==> src/mhc_pkg.sv <==
// Package with constants and types for the maintenance hours counter.
package mhc_pkg;

	// Clock rate and time base.
	// A minute holds more cycles than 32 bits can count, so these are 64-bit.
	localparam longint unsigned CLOCK_HZ      = 250_000_000;
	localparam longint unsigned MINUTE_S      = 60;
	localparam longint unsigned MINUTE_CYCLES = CLOCK_HZ * MINUTE_S;

	// Value ranges.
	localparam int unsigned INTERVAL_HOURS_MAX = 9999;
	localparam int unsigned TOTAL_HOURS_MAX    = 99999;
	localparam int unsigned MINUTES_MAX        = 59;
	localparam int unsigned MINUTES_PER_HOUR   = 60;

	// Field widths.
	localparam int unsigned INTERVAL_HOURS_W = 14;
	localparam int unsigned TOTAL_HOURS_W    = 17;
	localparam int unsigned MINUTES_W        = 6;
	localparam int unsigned INTERVAL_MIN_W   = 20;
	localparam int unsigned TOTAL_MIN_W      = 23;

	// Values after reset.
	localparam logic [TOTAL_MIN_W-1:0]    TOTAL_RESET    = 23'h000000;
	localparam logic [INTERVAL_MIN_W-1:0] TOGO_RESET     = 20'h00000;
	localparam logic                      MAINT_RESET    = 1'h0;

	// Clearing modes of the maintenance output.
	typedef enum logic [0:0] {
		CLEAR_RESET_ONLY   = 1'b0,
		CLEAR_RESET_OR_MON = 1'b1
	} mhc_clear_mode_e;

	// Phases of the power-up load sequence.
	typedef enum logic [1:0] {
		PH_IDLE   = 2'b00,
		PH_DIVIDE = 2'b01,
		PH_RUN    = 2'b10
	} mhc_phase_e;

endpackage : mhc_pkg

==> src/mhc_minute_tick.sv <==
// Minute tick generator that counts clock cycles only while enabled.
`timescale 1ns/1ps
module mhc_minute_tick #(
	parameter longint unsigned CYCLES = mhc_pkg::MINUTE_CYCLES
) (
	// Clock and reset.
	input  wire logic clock,
	input  wire logic reset,
	// Control.
	input  wire logic enable,
	input  wire logic restart,
	// Result.
	output logic      tick
);
	localparam int unsigned CW = $clog2(CYCLES + 1);
	localparam logic [CW-1:0] LAST = CW'(CYCLES - 1);

	logic [CW-1:0] count;
	logic [CW-1:0] next_count;
	logic          next_tick;

	// Partial minutes are kept while the input is low, so on-time adds up exactly.
	always_comb begin
		next_count = count;
		next_tick  = 1'b0;
		if (restart) begin
			next_count = '0;
		end else if (enable) begin
			if (count == LAST) begin
				next_count = '0;
				next_tick  = 1'b1;
			end else begin
				next_count = count + CW'(1);
			end
		end
	end

	always_ff @(posedge clock) begin
		if (reset) begin
			count <= '0;
			tick  <= 1'b0;
		end else begin
			count <= next_count;
			tick  <= next_tick;
		end
	end
endmodule : mhc_minute_tick

==> src/mhc_remainder.sv <==
// Sequential restoring divider that yields the remainder of total over interval.
`timescale 1ns/1ps
module mhc_remainder #(
	parameter int unsigned NW = mhc_pkg::TOTAL_MIN_W,
	parameter int unsigned DW = mhc_pkg::INTERVAL_MIN_W
) (
	// Clock and reset.
	input  wire logic          clock,
	input  wire logic          reset,
	// Request.
	input  wire logic          start,
	input  wire logic [NW-1:0] dividend,
	input  wire logic [DW-1:0] divisor,
	// Answer.
	output logic               done,
	output logic [DW-1:0]      remainder
);
	localparam int unsigned SW = $clog2(NW + 1);

	logic [NW-1:0] quot;
	logic [DW:0]   rem;
	logic [SW-1:0] steps;
	logic          busy;
	logic [NW-1:0] next_quot;
	logic [DW:0]   next_rem;
	logic [SW-1:0] next_steps;
	logic          next_busy;
	logic          next_done;
	logic [DW:0]   trial;

	always_comb begin
		next_quot  = quot;
		next_rem   = rem;
		next_steps = steps;
		next_busy  = busy;
		next_done  = 1'b0;
		trial      = {rem[DW-1:0], quot[NW-1]};
		if (start) begin
			next_quot  = dividend;
			next_rem   = '0;
			next_steps = SW'(NW);
			next_busy  = 1'b1;
		end else if (busy) begin
			next_quot = {quot[NW-2:0], 1'b0};
			if (trial >= {1'b0, divisor}) begin
				next_rem = trial - {1'b0, divisor};
			end else begin
				next_rem = trial;
			end
			next_steps = steps - SW'(1);
			if (steps == SW'(1)) begin
				next_busy = 1'b0;
				next_done = 1'b1;
			end
		end
	end

	always_ff @(posedge clock) begin
		if (reset) begin
			quot  <= '0;
			rem   <= '0;
			steps <= '0;
			busy  <= 1'b0;
			done  <= 1'b0;
		end else begin
			quot  <= next_quot;
			rem   <= next_rem;
			steps <= next_steps;
			busy  <= next_busy;
			done  <= next_done;
		end
	end

	assign remainder = rem[DW-1:0];
endmodule : mhc_remainder

==> src/mhc_hours_counter.sv <==
// Maintenance hours counter: operating total, time-to-go and maintenance output.
`timescale 1ns/1ps
module mhc_hours_counter #(
	parameter longint unsigned MINUTE_CYCLES = mhc_pkg::MINUTE_CYCLES
) (
	// Clock and reset.
	input  wire logic                                 clock,
	input  wire logic                                 reset,
	// Program inputs.
	input  wire logic                                 monitorIn,
	input  wire logic                                 partialReset,
	input  wire logic                                 fullReset,
	// Configuration.
	input  wire logic                                 clearMode,
	input  wire logic [mhc_pkg::INTERVAL_HOURS_W-1:0] intervalHours,
	input  wire logic [mhc_pkg::MINUTES_W-1:0]        intervalMinutes,
	input  wire logic [mhc_pkg::TOTAL_HOURS_W-1:0]    offsetHours,
	input  wire logic [mhc_pkg::MINUTES_W-1:0]        offsetMinutes,
	// Retained values restored at power-up.
	input  wire logic                                 retainValid,
	input  wire logic [mhc_pkg::TOTAL_MIN_W-1:0]      retainTotal,
	input  wire logic [mhc_pkg::INTERVAL_MIN_W-1:0]   retainToGo,
	// Outputs.
	output logic                                      maintenance,
	output logic [mhc_pkg::TOTAL_MIN_W-1:0]           operatingTotal,
	output logic [mhc_pkg::INTERVAL_MIN_W-1:0]        timeToGo,
	output logic [mhc_pkg::INTERVAL_MIN_W-1:0]        maintenanceInterval,
	output logic                                      running
);
	localparam int unsigned TW = mhc_pkg::TOTAL_MIN_W;
	localparam int unsigned IW = mhc_pkg::INTERVAL_MIN_W;

	// Clamps an hours and minutes pair and converts it to minutes.
	function automatic logic [TW-1:0] to_minutes(input logic [mhc_pkg::TOTAL_HOURS_W-1:0] hrs,
						      input logic [mhc_pkg::MINUTES_W-1:0] mins,
						      input logic [mhc_pkg::TOTAL_HOURS_W-1:0] hrsMax);
		logic [mhc_pkg::TOTAL_HOURS_W-1:0] h;
		logic [mhc_pkg::MINUTES_W-1:0]     m;
		h = (hrs > hrsMax) ? hrsMax : hrs;
		m = (mins > mhc_pkg::MINUTES_W'(mhc_pkg::MINUTES_MAX)) ? mhc_pkg::MINUTES_W'(mhc_pkg::MINUTES_MAX) : mins;
		to_minutes = TW'(h) * TW'(mhc_pkg::MINUTES_PER_HOUR) + TW'(m);
	endfunction : to_minutes

	localparam logic [TW-1:0] TOTAL_LIMIT = TW'(mhc_pkg::TOTAL_HOURS_MAX * mhc_pkg::MINUTES_PER_HOUR);

	mhc_pkg::mhc_phase_e phase;
	mhc_pkg::mhc_phase_e next_phase;
	logic [TW-1:0]       next_operatingTotal;
	logic [IW-1:0]       next_timeToGo;
	logic [IW-1:0]       next_maintenanceInterval;
	logic                next_maintenance;
	logic                next_running;
	logic                partialPrev;
	logic                fullPrev;
	logic                minuteTick;
	logic                divStart;
	logic                divDone;
	logic [IW-1:0]       divRemainder;
	logic [IW-1:0]       intervalNow;
	logic                partialEdge;
	logic                fullEdge;

	assign intervalNow = IW'(to_minutes(mhc_pkg::TOTAL_HOURS_W'(intervalHours), intervalMinutes,
					     mhc_pkg::TOTAL_HOURS_W'(mhc_pkg::INTERVAL_HOURS_MAX)));
	assign partialEdge = partialReset & ~partialPrev;
	assign fullEdge    = fullReset & ~fullPrev;
	assign divStart    = (phase == mhc_pkg::PH_IDLE) && !retainValid;

	// Elapsed time counts only while monitoring is high; a full reset edge restarts the partial minute.
	mhc_minute_tick #(
		.CYCLES (MINUTE_CYCLES)
	) u_tick (
		.clock   (clock),
		.reset   (reset),
		.enable  (monitorIn && phase == mhc_pkg::PH_RUN),
		.restart (fullEdge),
		.tick    (minuteTick)
	);

	// The power-up time-to-go needs total modulo interval, done once by a slow divider.
	mhc_remainder #(
		.NW (TW),
		.DW (IW)
	) u_rem (
		.clock     (clock),
		.reset     (reset),
		.start     (divStart),
		.dividend  (to_minutes(offsetHours, offsetMinutes, mhc_pkg::TOTAL_HOURS_W'(mhc_pkg::TOTAL_HOURS_MAX))),
		.divisor   (intervalNow),
		.done      (divDone),
		.remainder (divRemainder)
	);

	always_comb begin
		next_phase               = phase;
		next_operatingTotal      = operatingTotal;
		next_timeToGo            = timeToGo;
		next_maintenanceInterval = maintenanceInterval;
		next_maintenance         = maintenance;
		next_running             = running;
		case (phase)
			mhc_pkg::PH_IDLE: begin
				next_maintenanceInterval = intervalNow;
				if (retainValid) begin
					// Retained values win over the configured offset after power loss.
					next_operatingTotal = retainTotal;
					next_timeToGo       = retainToGo;
					next_phase          = mhc_pkg::PH_RUN;
					next_running        = 1'b1;
				end else begin
					next_operatingTotal = to_minutes(offsetHours, offsetMinutes,
									 mhc_pkg::TOTAL_HOURS_W'(mhc_pkg::TOTAL_HOURS_MAX));
					next_phase          = mhc_pkg::PH_DIVIDE;
				end
			end
			mhc_pkg::PH_DIVIDE: begin
				if (divDone) begin
					// A zero interval leaves the remainder equal to the low 20 bits of the total, so load zero.
					if (maintenanceInterval == '0) begin
						next_timeToGo = '0;
					end else begin
						next_timeToGo = maintenanceInterval - divRemainder;
					end
					next_phase   = mhc_pkg::PH_RUN;
					next_running = 1'b1;
				end
			end
			mhc_pkg::PH_RUN: begin
				if (minuteTick && operatingTotal < TOTAL_LIMIT) begin
					next_operatingTotal = operatingTotal + TW'(1);
				end
				if (minuteTick && timeToGo != '0) begin
					next_timeToGo = timeToGo - IW'(1);
				end
				if (intervalNow != maintenanceInterval) begin
					next_maintenanceInterval = intervalNow;
					next_timeToGo            = intervalNow;
				end
				if (partialEdge) begin
					next_timeToGo = intervalNow;
				end
				if (fullEdge) begin
					next_operatingTotal = '0;
					next_timeToGo       = intervalNow;
				end
				// Setting is suppressed while a clearing condition holds, so clear wins.
				if (next_timeToGo == '0) begin
					next_maintenance = 1'b1;
				end
				if (partialReset || fullReset) begin
					next_maintenance = 1'b0;
				end else if (clearMode == mhc_pkg::CLEAR_RESET_OR_MON && !monitorIn) begin
					next_maintenance = 1'b0;
				end
			end
			default: begin
				next_phase = mhc_pkg::PH_IDLE;
			end
		endcase
	end

	always_ff @(posedge clock) begin
		if (reset) begin
			phase               <= mhc_pkg::PH_IDLE;
			operatingTotal      <= mhc_pkg::TOTAL_RESET;
			timeToGo            <= mhc_pkg::TOGO_RESET;
			maintenanceInterval <= mhc_pkg::TOGO_RESET;
			maintenance         <= mhc_pkg::MAINT_RESET;
			running             <= 1'b0;
			partialPrev         <= 1'b0;
			fullPrev            <= 1'b0;
		end else begin
			phase               <= next_phase;
			operatingTotal      <= next_operatingTotal;
			timeToGo            <= next_timeToGo;
			maintenanceInterval <= next_maintenanceInterval;
			maintenance         <= next_maintenance;
			running             <= next_running;
			partialPrev         <= partialReset;
			fullPrev            <= fullReset;
		end
	end
endmodule : mhc_hours_counter

==> config.mk <==
export PLATFORM = sky130hd
export DESIGN_NAME = mhc_hours_counter
export DESIGN_NICKNAME = d
export VERILOG_FILES = /design/src/mhc_pkg.sv /design/src/mhc_minute_tick.sv /design/src/mhc_remainder.sv /design/src/mhc_hours_counter.sv
export SDC_FILE = /design/constraint.sdc
export NUM_CORES = 1
export LEC_CHECK = 0
export BUFFER_PORTS_ARGS = -buffer_cell sky130_fd_sc_hd__buf_2
export CAP_MARGIN = 25
export CELL_PAD_IN_SITES_DETAIL_PLACEMENT = 0
export CELL_PAD_IN_SITES_GLOBAL_PLACEMENT = 1
export CORE_MARGIN = 2
export CORE_UTILIZATION = 33
export CTS_CLUSTER_DIAMETER = 100
export CTS_CLUSTER_SIZE = 14
export DETAILED_ROUTE_END_ITERATION = 16
export PLACE_DENSITY = 0.73
export REMOVE_ABC_BUFFERS = 1
export SETUP_SLACK_MARGIN = 0.05
export SLEW_MARGIN = 20
export SYNTH_ARGS = -nofsm -noshare
export SYNTH_HDL_FRONTEND = slang
export SYNTH_SLANG_ARGS = --single-unit
==> constraint.sdc <==
create_clock -name clock -period 20.4 [get_ports clock]
set_input_delay 1.02 -clock clock [delete_from_list [all_inputs] [get_ports clock]]
set_output_delay 1.02 -clock clock [all_outputs]
set_load 0.03 [all_outputs]
* Word-level counts from Yosys, hierarchy flattened
Index checks and enable logic that the tools add are counted.
** Storage, ports and cells
- Logic and storage cells :: 114
- Input bits :: 93
- Register bits after elaboration :: 154
- Output and inout port bits :: 65
** Operators by class
- Magnitude comparators :: 6
- Bitwise operators :: 7
- Reduce and logical (&&, ||, !) cells :: 27
- Muxes and demuxes :: 39
- Equal/unequal tests :: 9
- Add/subtract/negate cells :: 8
- Multiply operators :: 2
** Operator list (count)
- two-way mux 20 bit :: 10
- two-way mux 23 bit :: 5
- case mux 20 bit (3 select lines) :: 1
- case mux 23 bit (2 select lines) :: 1
- logical NOT 20 bit :: 2
- case mux 20 bit (2 select lines) :: 1
- subtractor 20 bit :: 2
- adder 34 x 1 -> 34 bit, second input constant :: 1
- equality test 34 bit, second input constant :: 1
- two-way mux 34 bit :: 1
- adder 23 x 1 -> 23 bit, second input constant :: 1
- adder 23 x 6 -> 23 bit :: 1
- less-than comparator 23 bit, second input constant :: 1
- >= comparator 21 x 20 -> 1 bit :: 1
- multiplier 17 x 4 -> 21 bit, second input constant :: 1
- adder 20 x 6 -> 20 bit :: 1
- != test 20 bit :: 1
- nonzero test 20 bit :: 1
- subtractor 20 x 1 -> 20 bit, second input constant :: 1
- multiplier 14 x 4 -> 18 bit, second input constant :: 1
- > comparator 17 bit, second input constant :: 1
- two-way mux 17 bit :: 1
- > comparator 14 bit, second input constant :: 1
- two-way mux 14 bit :: 1
- 26 further kinds :: 59

* Longest topological paths before layout
Gate-level depths: netlist of the first run.
- Depth in word-level cells :: 13
- Mapped depth :: 32

* By module
Synthesis of the first run repeated with hierarchy kept, for this count alone.
** Second synthesis, totals
- Cells, all modules :: 1948
- Area, all modules :: 15219.6 um^2
** Modules (own cells, without submodules)
- mhc_hours_counter :: cells an instance 1343, area an instance 10239.8 um^2, times used 1
- mhc_remainder :: cells an instance 412, area an instance 3291.9 um^2, times used 1
- mhc_minute_tick :: cells an instance 193, area an instance 1687.9 um^2, times used 1

* Least setup slack after synthesis of the first run
Ideal clock, no wire load.
- Kind :: input port to flip-flop
- From :: input intervalHours[7] in the netlist's numbering
- To :: register u_rem.rem[10]
- Stages :: 30
- Buffers on the path :: 4
- Setup slack :: 12.836 ns
- Arrival :: 7.431 ns
- Cells stage by stage :: clkbuf_1 -> nor4_1 -> nor2_1 -> nor3_1 -> nand2b_1 -> clkbuf_1 -> nand2b_1 -> fa_1 -> ha_1 -> xnor2_1 -> fa_1 -> ha_1 -> nand2_1 -> o21ai_0 -> o2111ai_1 -> and4bb_1 -> a21boi_4 -> nand3_2 -> xnor2_1 -> inv_1 -> ha_1 -> nand2_1 -> or2_2 -> o21ba_2 -> o31ai_1 -> a21oi_1 -> buf_2 -> buf_2 -> mux2i_1 -> a21oi_1
** Between the ends
- Longest elaborated chain between the ends :: 6
** RTL lines
- start: declaration :: line mhc_hours_counter.sv:15 : input wire logic [mhc_pkg::INTERVAL_HOURS_W-1:0] intervalHours,
- > comparator 14 bit :: line mhc_hours_counter.sv:39 : h = (hrs > hrsMax) ? hrsMax : hrs;
- two-way mux 14 bit * :: line mhc_hours_counter.sv:39
- multiplier 14 x 4 -> 18 bit * :: line mhc_hours_counter.sv:41 : to_minutes = TW'(h) * TW'(mhc_pkg::MINUTES_PER_HOUR) + TW'(m);
- adder 20 x 6 -> 20 bit * :: line mhc_hours_counter.sv:41
- subtractor 20 bit / >= comparator 21 x 20 -> 1 bit (equally long branches) :: line mhc_remainder.sv:46, mhc_remainder.sv:45
- two-way mux 20 bit * :: line mhc_remainder.sv:45 : if (trial >= {1'b0, divisor}) begin
- end signal: assignment :: line mhc_remainder.sv:67 : rem <= next_rem;
- end: declaration :: line mhc_remainder.sv:21 : logic [DW:0] rem;
Every way passes the cells marked *; elsewhere a longest branch is shown, timed or not.
A chain may end at the register's enable or synchronous reset.

* Worst setup path in the final report of the first run
- From :: input intervalHours[7] in the netlist's numbering
- To :: register u_rem.rem[18]
The elaborated chain is that of the path after synthesis.

==> metrics.md, run 1 <==
| Metric | Value |
|---|---|
| Average size of a mapped cell | `between 7 and 8 µm²` |
| Share of layout cells above drive strength 1 | `0.135` |
| Max_cap viols | `0` |
| Maximum vdd drop | `59.9 µV` |
| Multiplexer area fraction after synthesis | `0.0341` |
| Synth cell types | `99` |
| Initial core utilization | `0.333` |
| P&R area growth vs syn | `12.2%` |
| Seq pwr share | `0.199` |
| Crit path max fanout | `20` |
| TritonCTS Buffers | `17` |
| Remaining global-route overflow | `0` |
| Largest delay share family, worst path | `simple AND/OR/NAND/NOR gates` |
| Commonest non-fill, non-tap cell in the layout | `nor2_1` |
| Async SR Flop Fraction | `0` |
| Routability Congestion | `roughly 0.9` |
| Most frequent cells in the layout | `nor2_1 (167), buf_2 (156), inv_1 (155), dfxtp_1 (153), nand2_1 (132)` |
| Xor/xnor cell area share of the yosys netlist | `0.103` |
| CTS HTree Levels | `4` |
| Clock Tree Buf Depth | `2` |
| Fin Setup TNS | `0 ns` |
| Mapped Area | `roughly 15,000 µm²` |
| Placed inst area | `approximately 16,000 µm²` |
| Crit-path most repeated cell | `ha_1` |
| Fraction of power spent switching nets | `0.525` |
| Initial antenna violation count | `0` |
| Fin area | `16,900 µm²` |
| Post-synthesis adder-cell area fraction | `0.158` |
| DRT Wirelength | `around 46,000 µm` |
| Row cnt | `just under 80` |
| Critical Path Source Type | `input port` |
| Die H | `around 220 µm` |
| Hold path depth | `2` |
| CP Class | `input port to flop` |
| DR vias | `between 10,000 and 15,000` |
| CORE AREA | `45,200 µm²` |
| Register bit count reported by yosys | `roughly 150` |
| Clock-pin slew on the worst setup and hold paths | `0.07 ns` |
| Largest net degree at the start of global routing | `between 60 and 70` |
| Post-CTS Resized | `0` |
| First-pass DRT Iterations | `6` |
| Tmin final | `just under 8 ns` |
| Critical Path Max Stage Delay | `around 0.53 ns` |
| Routed Antenna Nets | `0` |
| RSZ-0062 raised after global routing | `no` |
| Rel. slew slack | `0.346` |
| Post-DP HPWL | `between 30,000 and 40,000 µm` |
| Residual DRC | `0` |
| Die area | `around 47,000 µm²` |
| Via density | `roughly 5.4` |
| Post-CTS Hold Buffers | `0` |
| Clk_skew | `~0.014 ns` |
| Warnings, synthesis | `0` |
| Diodes inserted | `0` |
| TritonCTS clock tree | `done` |
| PortBufs | `roughly 160` |
| Final Cycle Share | `0.384` |
| Run status | `complete, no violations` |
| Static leakage | `about 0.0069 µW` |
| Combinational share of power | `0.674` |
| WL per Instance | `about 18 µm` |
| Setup Fix Bufs, Post-CTS | `0` |
| Sw Pwr | `approximately 1300 µW` |
| NumNets Final | `approximately 2,200` |
| Vias in the first global route | `around 14,000` |
| Final setup vio count | `0` |
| P_int | `approximately 1200 µW` |
| Crit path capture type | `flop` |
| Min-delay worst type | `flop to flop` |
| Clock sinks | `154` |
| Synth Area in Compound Gates | `0.224` |
| First-pass GRT wire length | `roughly 73,000 µm` |
| Worst Tran Pin Value | `a little under 1 ns` |
| CTS root buffer | `clkbuf_16` |
| Largest family of logic cells by synthesized area | `compound AO/OA/AOI/OAI gates` |
| Skew-Pair Late Insertion Delay | `approximately 0.46 ns` |
| Critical-path top delay cell | `nand2b_1` |
| Filler instances | `4,735` |
| P per Cell Area | `152 nW/µm²` |
| Total GRT Usage | `0.193` |
| Hold Vio Cnt, Final | `0` |
| R2r worst-path depth | `16` |
| Worst Path Required | `~21 ns` |
| DIE WIDTH | `roughly 220 µm` |
| Io pins | `roughly 160` |
| Syn Inst Count | `between 1,500 and 2,000` |
| Worst Path Buf+Inv | `3` |
| Synth Area in Simple Gates | `0.209` |
| Number of cells on the critical path | `28` |
| Sequential area share after synthesis | `0.205` |
| Detailed router's first-iteration violation count | `between 900 and 1,000` |
| Part of the power in the clock network | `0.127` |
| Max Slew Vio Count | `0` |
| Main synth FF type | `dfxtp_1` |
| Critical Path AT | `8.18 ns` |
| Number of enable flip-flop cells after synthesis | `0` |
| F_max | `approximately 130 MHz` |
[metal layers]
metal  wire [µm]  GRT usage  part of all wire  up-vias
met1       21400      0.258              0.47     6714
met2       22000      0.332              0.48      353
met3        1860     0.0275             0.041       46
li1            -          -                 -     6955
met4         572     0.0404             0.012        0
met5           0          0                 0        -
[area by class of cell]
| cell class | count | area (µm²) | share of cell area |
|---|---|---|---|
| Inverter | 158 | 593 | 0.0351 |
| Multi-Input combinational cell | 1494 | 11000 | 0.650 |
| Tap cell | 600 | 751 | 0.0444 |
| Timing Repair Buffer | 170 | 906 | 0.0536 |
| Clock buffer | 17 | 425 | 0.0252 |
| Sequential cell | 154 | 3080 | 0.182 |
| Clock inverter | 15 | 160 | 0.00947 |
[flip-flops by register name, indices dropped and copies added (netlist names)]
register,flops
fullPrev,1
u_rem.steps,5
u_rem.quot,23
u_rem.busy,1
operatingTotal,23
phase,2
u_rem.done,1
partialPrev,1
u_tick.count,34
maintenanceInterval,20
u_rem.rem,20
maintenance,1
running,1
timeToGo,20
u_tick.tick,1
[logic make-up after synthesis]
| logic type | count (synthesis) |
|---|---|
| AO/OA/AOI/OAI | 487 |
| flip-flops | 154 |
| adder cells (fa/ha/maj) | 160 |
| AND/OR/NAND/NOR | 630 |
| multiplexers | 51 |
| buffers and inverters | 258 |
| XOR/XNOR | 166 |
[final timing paths]
kind	startpoint	endpoint	slack [ns]
min	running	running	0.44
max	intervalHours[7]	u_rem.rem[18]	12.56
min reg2reg	running	running	0.44
max reg2reg	maintenanceInterval[0]	timeToGo[16]	16.16
[power by group through the flow]
stage | sequential (µW) | clock [µW] | combinational [µW]
detailed placement | 515 | 0 | 1720
global placement | 512 | 0 | 1710
floorplan | 565 | 0 | 1190
CTS | 508 | 333 | 1730
global route | 522 | 345 | 1910
finish | 510 | 326 | 1730
[Yosys cell counts, types with 51 or more instances]
master / instances / share of area
clkbuf_1: 79 / 0.020
ha_1: 103 / 0.086
inv_1: 155 / 0.039
nand3_1: 69 / 0.023
nor2_1: 167 / 0.042
nand2_1: 132 / 0.033
xor2_1: 58 / 0.034
o21ai_0: 86 / 0.029
a21oi_1: 118 / 0.039
nor3_1: 57 / 0.019
fa_1: 52 / 0.069
xnor2_1: 101 / 0.059
dfxtp_1: 154 / 0.20
a211oi_1: 51 / 0.025
[stage by stage]
step	total power, µW	hold slack [ns]	cells	util	worst slack, ns
after floorplan	1760	0.457	1806	-	12.08
after global placement	2220	0.436	2575	0.361	12.32
after detailed placement	2240	0.434	2576	0.361	12.07
after CTS	2570	0.444	2608	0.374	12.55
after global routing	2780	0.485	2608	0.374	11.76
final	2570	0.442	2608	0.374	12.56
[tightest hold or removal path: cells and delay by family, from the launching register on]
| family | cells | cell delay [ns] |
|---|---|---|
| AO/OA/AOI/OAI | 1 | 0.05 |
| buffers and inverters | 1 | 0.04 |
| flip-flops | 1 | 0.31 |
Note: power is estimated with default switching activity, not from simulation.
==> run 2: changes to the inputs <==
--- a/config.mk
+++ b/config.mk
@@ -5,6 +5,7 @@
 export SDC_FILE = /design/constraint.sdc
 export NUM_CORES = 1
 export LEC_CHECK = 0
+export ABC_AREA = 1
 export BUFFER_PORTS_ARGS = -buffer_cell sky130_fd_sc_hd__buf_2
 export CAP_MARGIN = 25
 export CELL_PAD_IN_SITES_DETAIL_PLACEMENT = 0
@@ -14,7 +15,7 @@
 export CTS_CLUSTER_DIAMETER = 100
 export CTS_CLUSTER_SIZE = 14
 export DETAILED_ROUTE_END_ITERATION = 16
-export PLACE_DENSITY = 0.73
+export PLACE_DENSITY = 0.78
 export REMOVE_ABC_BUFFERS = 1
 export SETUP_SLACK_MARGIN = 0.05
 export SLEW_MARGIN = 20
==> constraint.sdc (replaced) <==
create_clock -name clock -period 6.5 [get_ports clock]
set_input_delay 0.325 -clock clock [delete_from_list [all_inputs] [get_ports clock]]
set_output_delay 0.325 -clock clock [all_outputs]
set_load 0.03 [all_outputs]
==> run 2 against run 1 <==
Compared with the run above: cell area is 4.0% higher; largest cell class unchanged; combinational power grew to 3.2 times the previous value; via count is 16% higher; cell count is 22% higher; core utilization is 0.37 points higher.
==> metrics.md, run 2 <==
| Metric | Value |
|---|---|
| First-pass DRT Iterations | `5 (-1)` |
| Cell type with the largest total area after synthesis | `dfxtp_1` |
| Min-delay worst type | `input port to flop` |
| Crit path capture type | `flop` |
| Final Cycle Share | `0.909` |
| Grt met2 use | `0.352 (+0.0207)` |
| TritonCTS clock tree | `done` |
| Residual DRC | `0 (unchanged)` |
| Reg with most FFs | `u_tick.count` |
| Register bit count reported by yosys | `154 (unchanged)` |
| Filler instances | `5,095 (+7.6%)` |
| Rel. slew slack | `0.357 (+0.0110)` |
| CP Class | `input port to flop` |
| Fin Setup TNS | `0 ns (unchanged)` |
| Average size of a mapped cell | `6.39 µm² (-19%)` |
| Vias in the first global route | `15,656 (+16%)` |
| CORE AREA | `46,600 µm² (+3.0%)` |
| Area of the multi-input gates | `10,800 µm² (-1.7%)` |
| Static leakage | `0.00825 µW (+20%)` |
| Post-CTS Hold Buffers | `0 (unchanged)` |
| Critical Path AT | `6.28 ns (-1.90 ns)` |
| Row cnt | `79 (+1.3%)` |
| Initial antenna violation count | `2 (+2)` |
| CTS root buffer | `clkbuf_16` |
| Syn Inst Count | `2,440 (+28%)` |
| Final setup vio count | `0 (unchanged)` |
| Met3 Use GR | `0.0299 (+0.00240)` |
| Initial core utilization | `0.335 (+0.00159)` |
| Share of layout cells above drive strength 1 | `0.113 (-0.0223)` |
| Critical Path Max Stage Delay | `0.50 ns (-0.03 ns)` |
| Top Registers | `u_tick.count (34), operatingTotal (23), u_rem.quot (23)` |
| Total GRT Usage | `0.205 (+0.0118)` |
| Post-DP HPWL | `40,800 µm (+13%)` |
| Mapped Area | `15,600 µm² (+3.5%)` |
| Most common cell in the netlist | `nand2_1` |
| Die H | `221 µm (+1.7%)` |
| Clock-pin slew on the worst setup and hold paths | `0.07 ns (about the same)` |
| Critical-path top delay cell | `fa_1` |
| Reg area | `3080 µm² (about the same)` |
| Sequential area share after synthesis | `0.198 (-0.00696)` |
| Worst Tran Pin Value | `0.964 ns (-0.0175 ns)` |
| Max FFs per register | `34 (unchanged)` |
| WL per Instance | `15.9 µm (-9.3%)` |
| Largest net degree at the start of global routing | `60 (-4.8%)` |
| Routability Congestion | `0.924 (+1.9%)` |
| Worst Path Required | `6.88 ns (-13.86 ns)` |
| Hold_ws | `0.138 ns (-0.303 ns)` |
| Die area | `49,000 µm² (+3.5%)` |
| Remaining global-route overflow | `0 (unchanged)` |
| Met1 global-route usage | `0.264 (+0.00655)` |
| Io pins | `158 (unchanged)` |
| Clk_skew | `0.0124 ns (-0.00139 ns)` |
| Commonest non-fill, non-tap cell in the layout | `nand2_1` |
| RSZ-0062 raised after global routing | `no` |
| Final Util | `0.378 (+0.00369)` |
| Top cells by area in the synthesized netlist | `dfxtp_1 (20%), nand2_1 (12%), inv_1 (8.8%)` |
| Clock Tree Buf Depth | `2 (unchanged)` |
| P&R area growth vs syn | `12.8%` |
| Top cells by count, synth | `nand2_1 (503), inv_1 (364), nor2_1 (260), a21oi_1 (206), dfxtp_1 (154)` |
| Skew-Pair Late Insertion Delay | `0.45 ns (about the same)` |
| Maximum vdd drop | `333 µV (+460%)` |
| Main synth FF type | `dfxtp_1` |
| Max_cap viols | `0 (unchanged)` |
| Max Slew Vio Count | `0 (unchanged)` |
| Hold Vio Cnt, Final | `0 (unchanged)` |
| DRT Wirelength | `50,700 µm (+11%)` |
| Detailed router's first-iteration violation count | `1,233 (+34%)` |
| P per Cell Area | `457 nW/µm² (+200%)` |
| Crit path max fanout | `19 (-5.0%)` |
| Synth cell types | `59 (-40%)` |
| PortBufs | `157 (unchanged)` |
| DIE WIDTH | `221 µm (+1.7%)` |
| Run status | `complete, no violations` |
| First-pass GRT wire length | `81,500 µm (+12%)` |
| Number of enable flip-flop cells after synthesis | `0 (unchanged)` |
| DR vias | `16,315 (+16%)` |
| Async SR Flop Fraction | `0 (unchanged)` |
| Crit-path most repeated cell | `nand2_1` |
| Most frequent cells in the layout | `nand2_1 (503), inv_1 (364), nor2_1 (260), a21oi_1 (205), buf_2 (157)` |
| Warnings, synthesis | `0 (unchanged)` |
| NumNets Final | `2,811 (+25%)` |
| Critical Path Source Type | `input port` |
| Via density | `5.13 (-4.9%)` |
| Tmin final | `about 5.9 ns` |
| CTS HTree Levels | `4 (unchanged)` |
| Routed Antenna Nets | `0 (unchanged)` |
| GRT Max-Usage Layer | `met2` |
| TritonCTS Buffers | `17 (unchanged)` |
| Clock sinks | `154 (unchanged)` |
| F_max | `169 MHz` |
| Yosys top cell area share | `0.198 (-0.00696)` |
## run 2: changes by cell type after synthesis, moves of 61 or more
cell	previous run	this run
a21oi_1	118	206
inv_1	155	364
nand2_1	132	503
nand3_1	69	130
nor2_1	167	260
o21ai_0	86	151
xnor2_1	101	34
## run 2: worst paths after layout
path,startpoint,to,slack [ns],cells past startpoint
hold / removal,fullReset,fullPrev,0.14,3
hold reg to reg,u_rem.quot[0],u_rem.quot[0],0.47,2
setup reg to reg,phase[0],operatingTotal[10],2.98,11
setup / recovery,intervalHours[7],maintenance,0.59,36
## run 2: cell type report
cell class | instances | share of cell area
antenna | 1 | 0.000142
clock buffer | 20 | 0.0254
clock inverter | 10 | 0.00804
inverter | 379 | 0.0812
multi-input combinational | 1835 | 0.614
sequential | 154 | 0.175
tap | 607 | 0.0432
timing repair buffer | 176 | 0.0528
## run 2: kinds of logic (layout without fill, tap and decap cells)
family,count (synthesis),in the layout,synth area share
and+or+nand+nor,1100,1101,0.312
adders and majority gates,155,155,0.149
buffers and inverters,452,585,0.111
AOI/OAI and AO/OA,483,483,0.175
xor gates and xnor gates,96,96,0.0553
DFF,154,154,0.198
other,0,1,0
## run 2: metrics by stage
step,instances,power (µW),worst slack (ns),cell area (µm²)
global route,3181,8850,0.0515,17600
floorplan,2367,5340,0.282,15300
CTS,3179,8040,0.484,17600
detailed placement,3149,6970,0.0424,17000
finish,3182,8030,0.594,17600
global placement,3149,6920,0.184,17000
## run 2: repair_timing
action / 4_1_cts / 5_1_grt
buffers inserted: 0 / 0
setup endpoints to repair: 0 / 22
resized for setup: 0 / 2
## run 2: worst max-delay path: cells and delay by family
kind | cells | cell delay, ns
and+or+nand+nor | 23 | 3.34
adders and majority gates | 4 | 1.60
buffers and inverters | 6 | 0.55
AOI/OAI and AO/OA | 2 | 0.24
xor gates and xnor gates | 1 | 0.17
## run 2: routing by layer
metal / part of all wire / up-vias / routed length [µm]
met3: 0.056 / 75 / 2820
met4: 0.027 / 0 / 1380
met5: 0 / - / 0
met1: 0.45 / 7558 / 22700
met2: 0.47 / 429 / 23700
li1: - / 8253 / -
## run 2: power breakdown
part / switching, µW / internal [µW] / leakage, µW / total, µW
registers: 318 / 1180 / 0.00126 / 1500
logic: 3760 / 1730 / 0.00671 / 5490
clock network: 429 / 612 / 0.000283 / 1040
total: 4510 / 3520 / 0.00825 / 8030
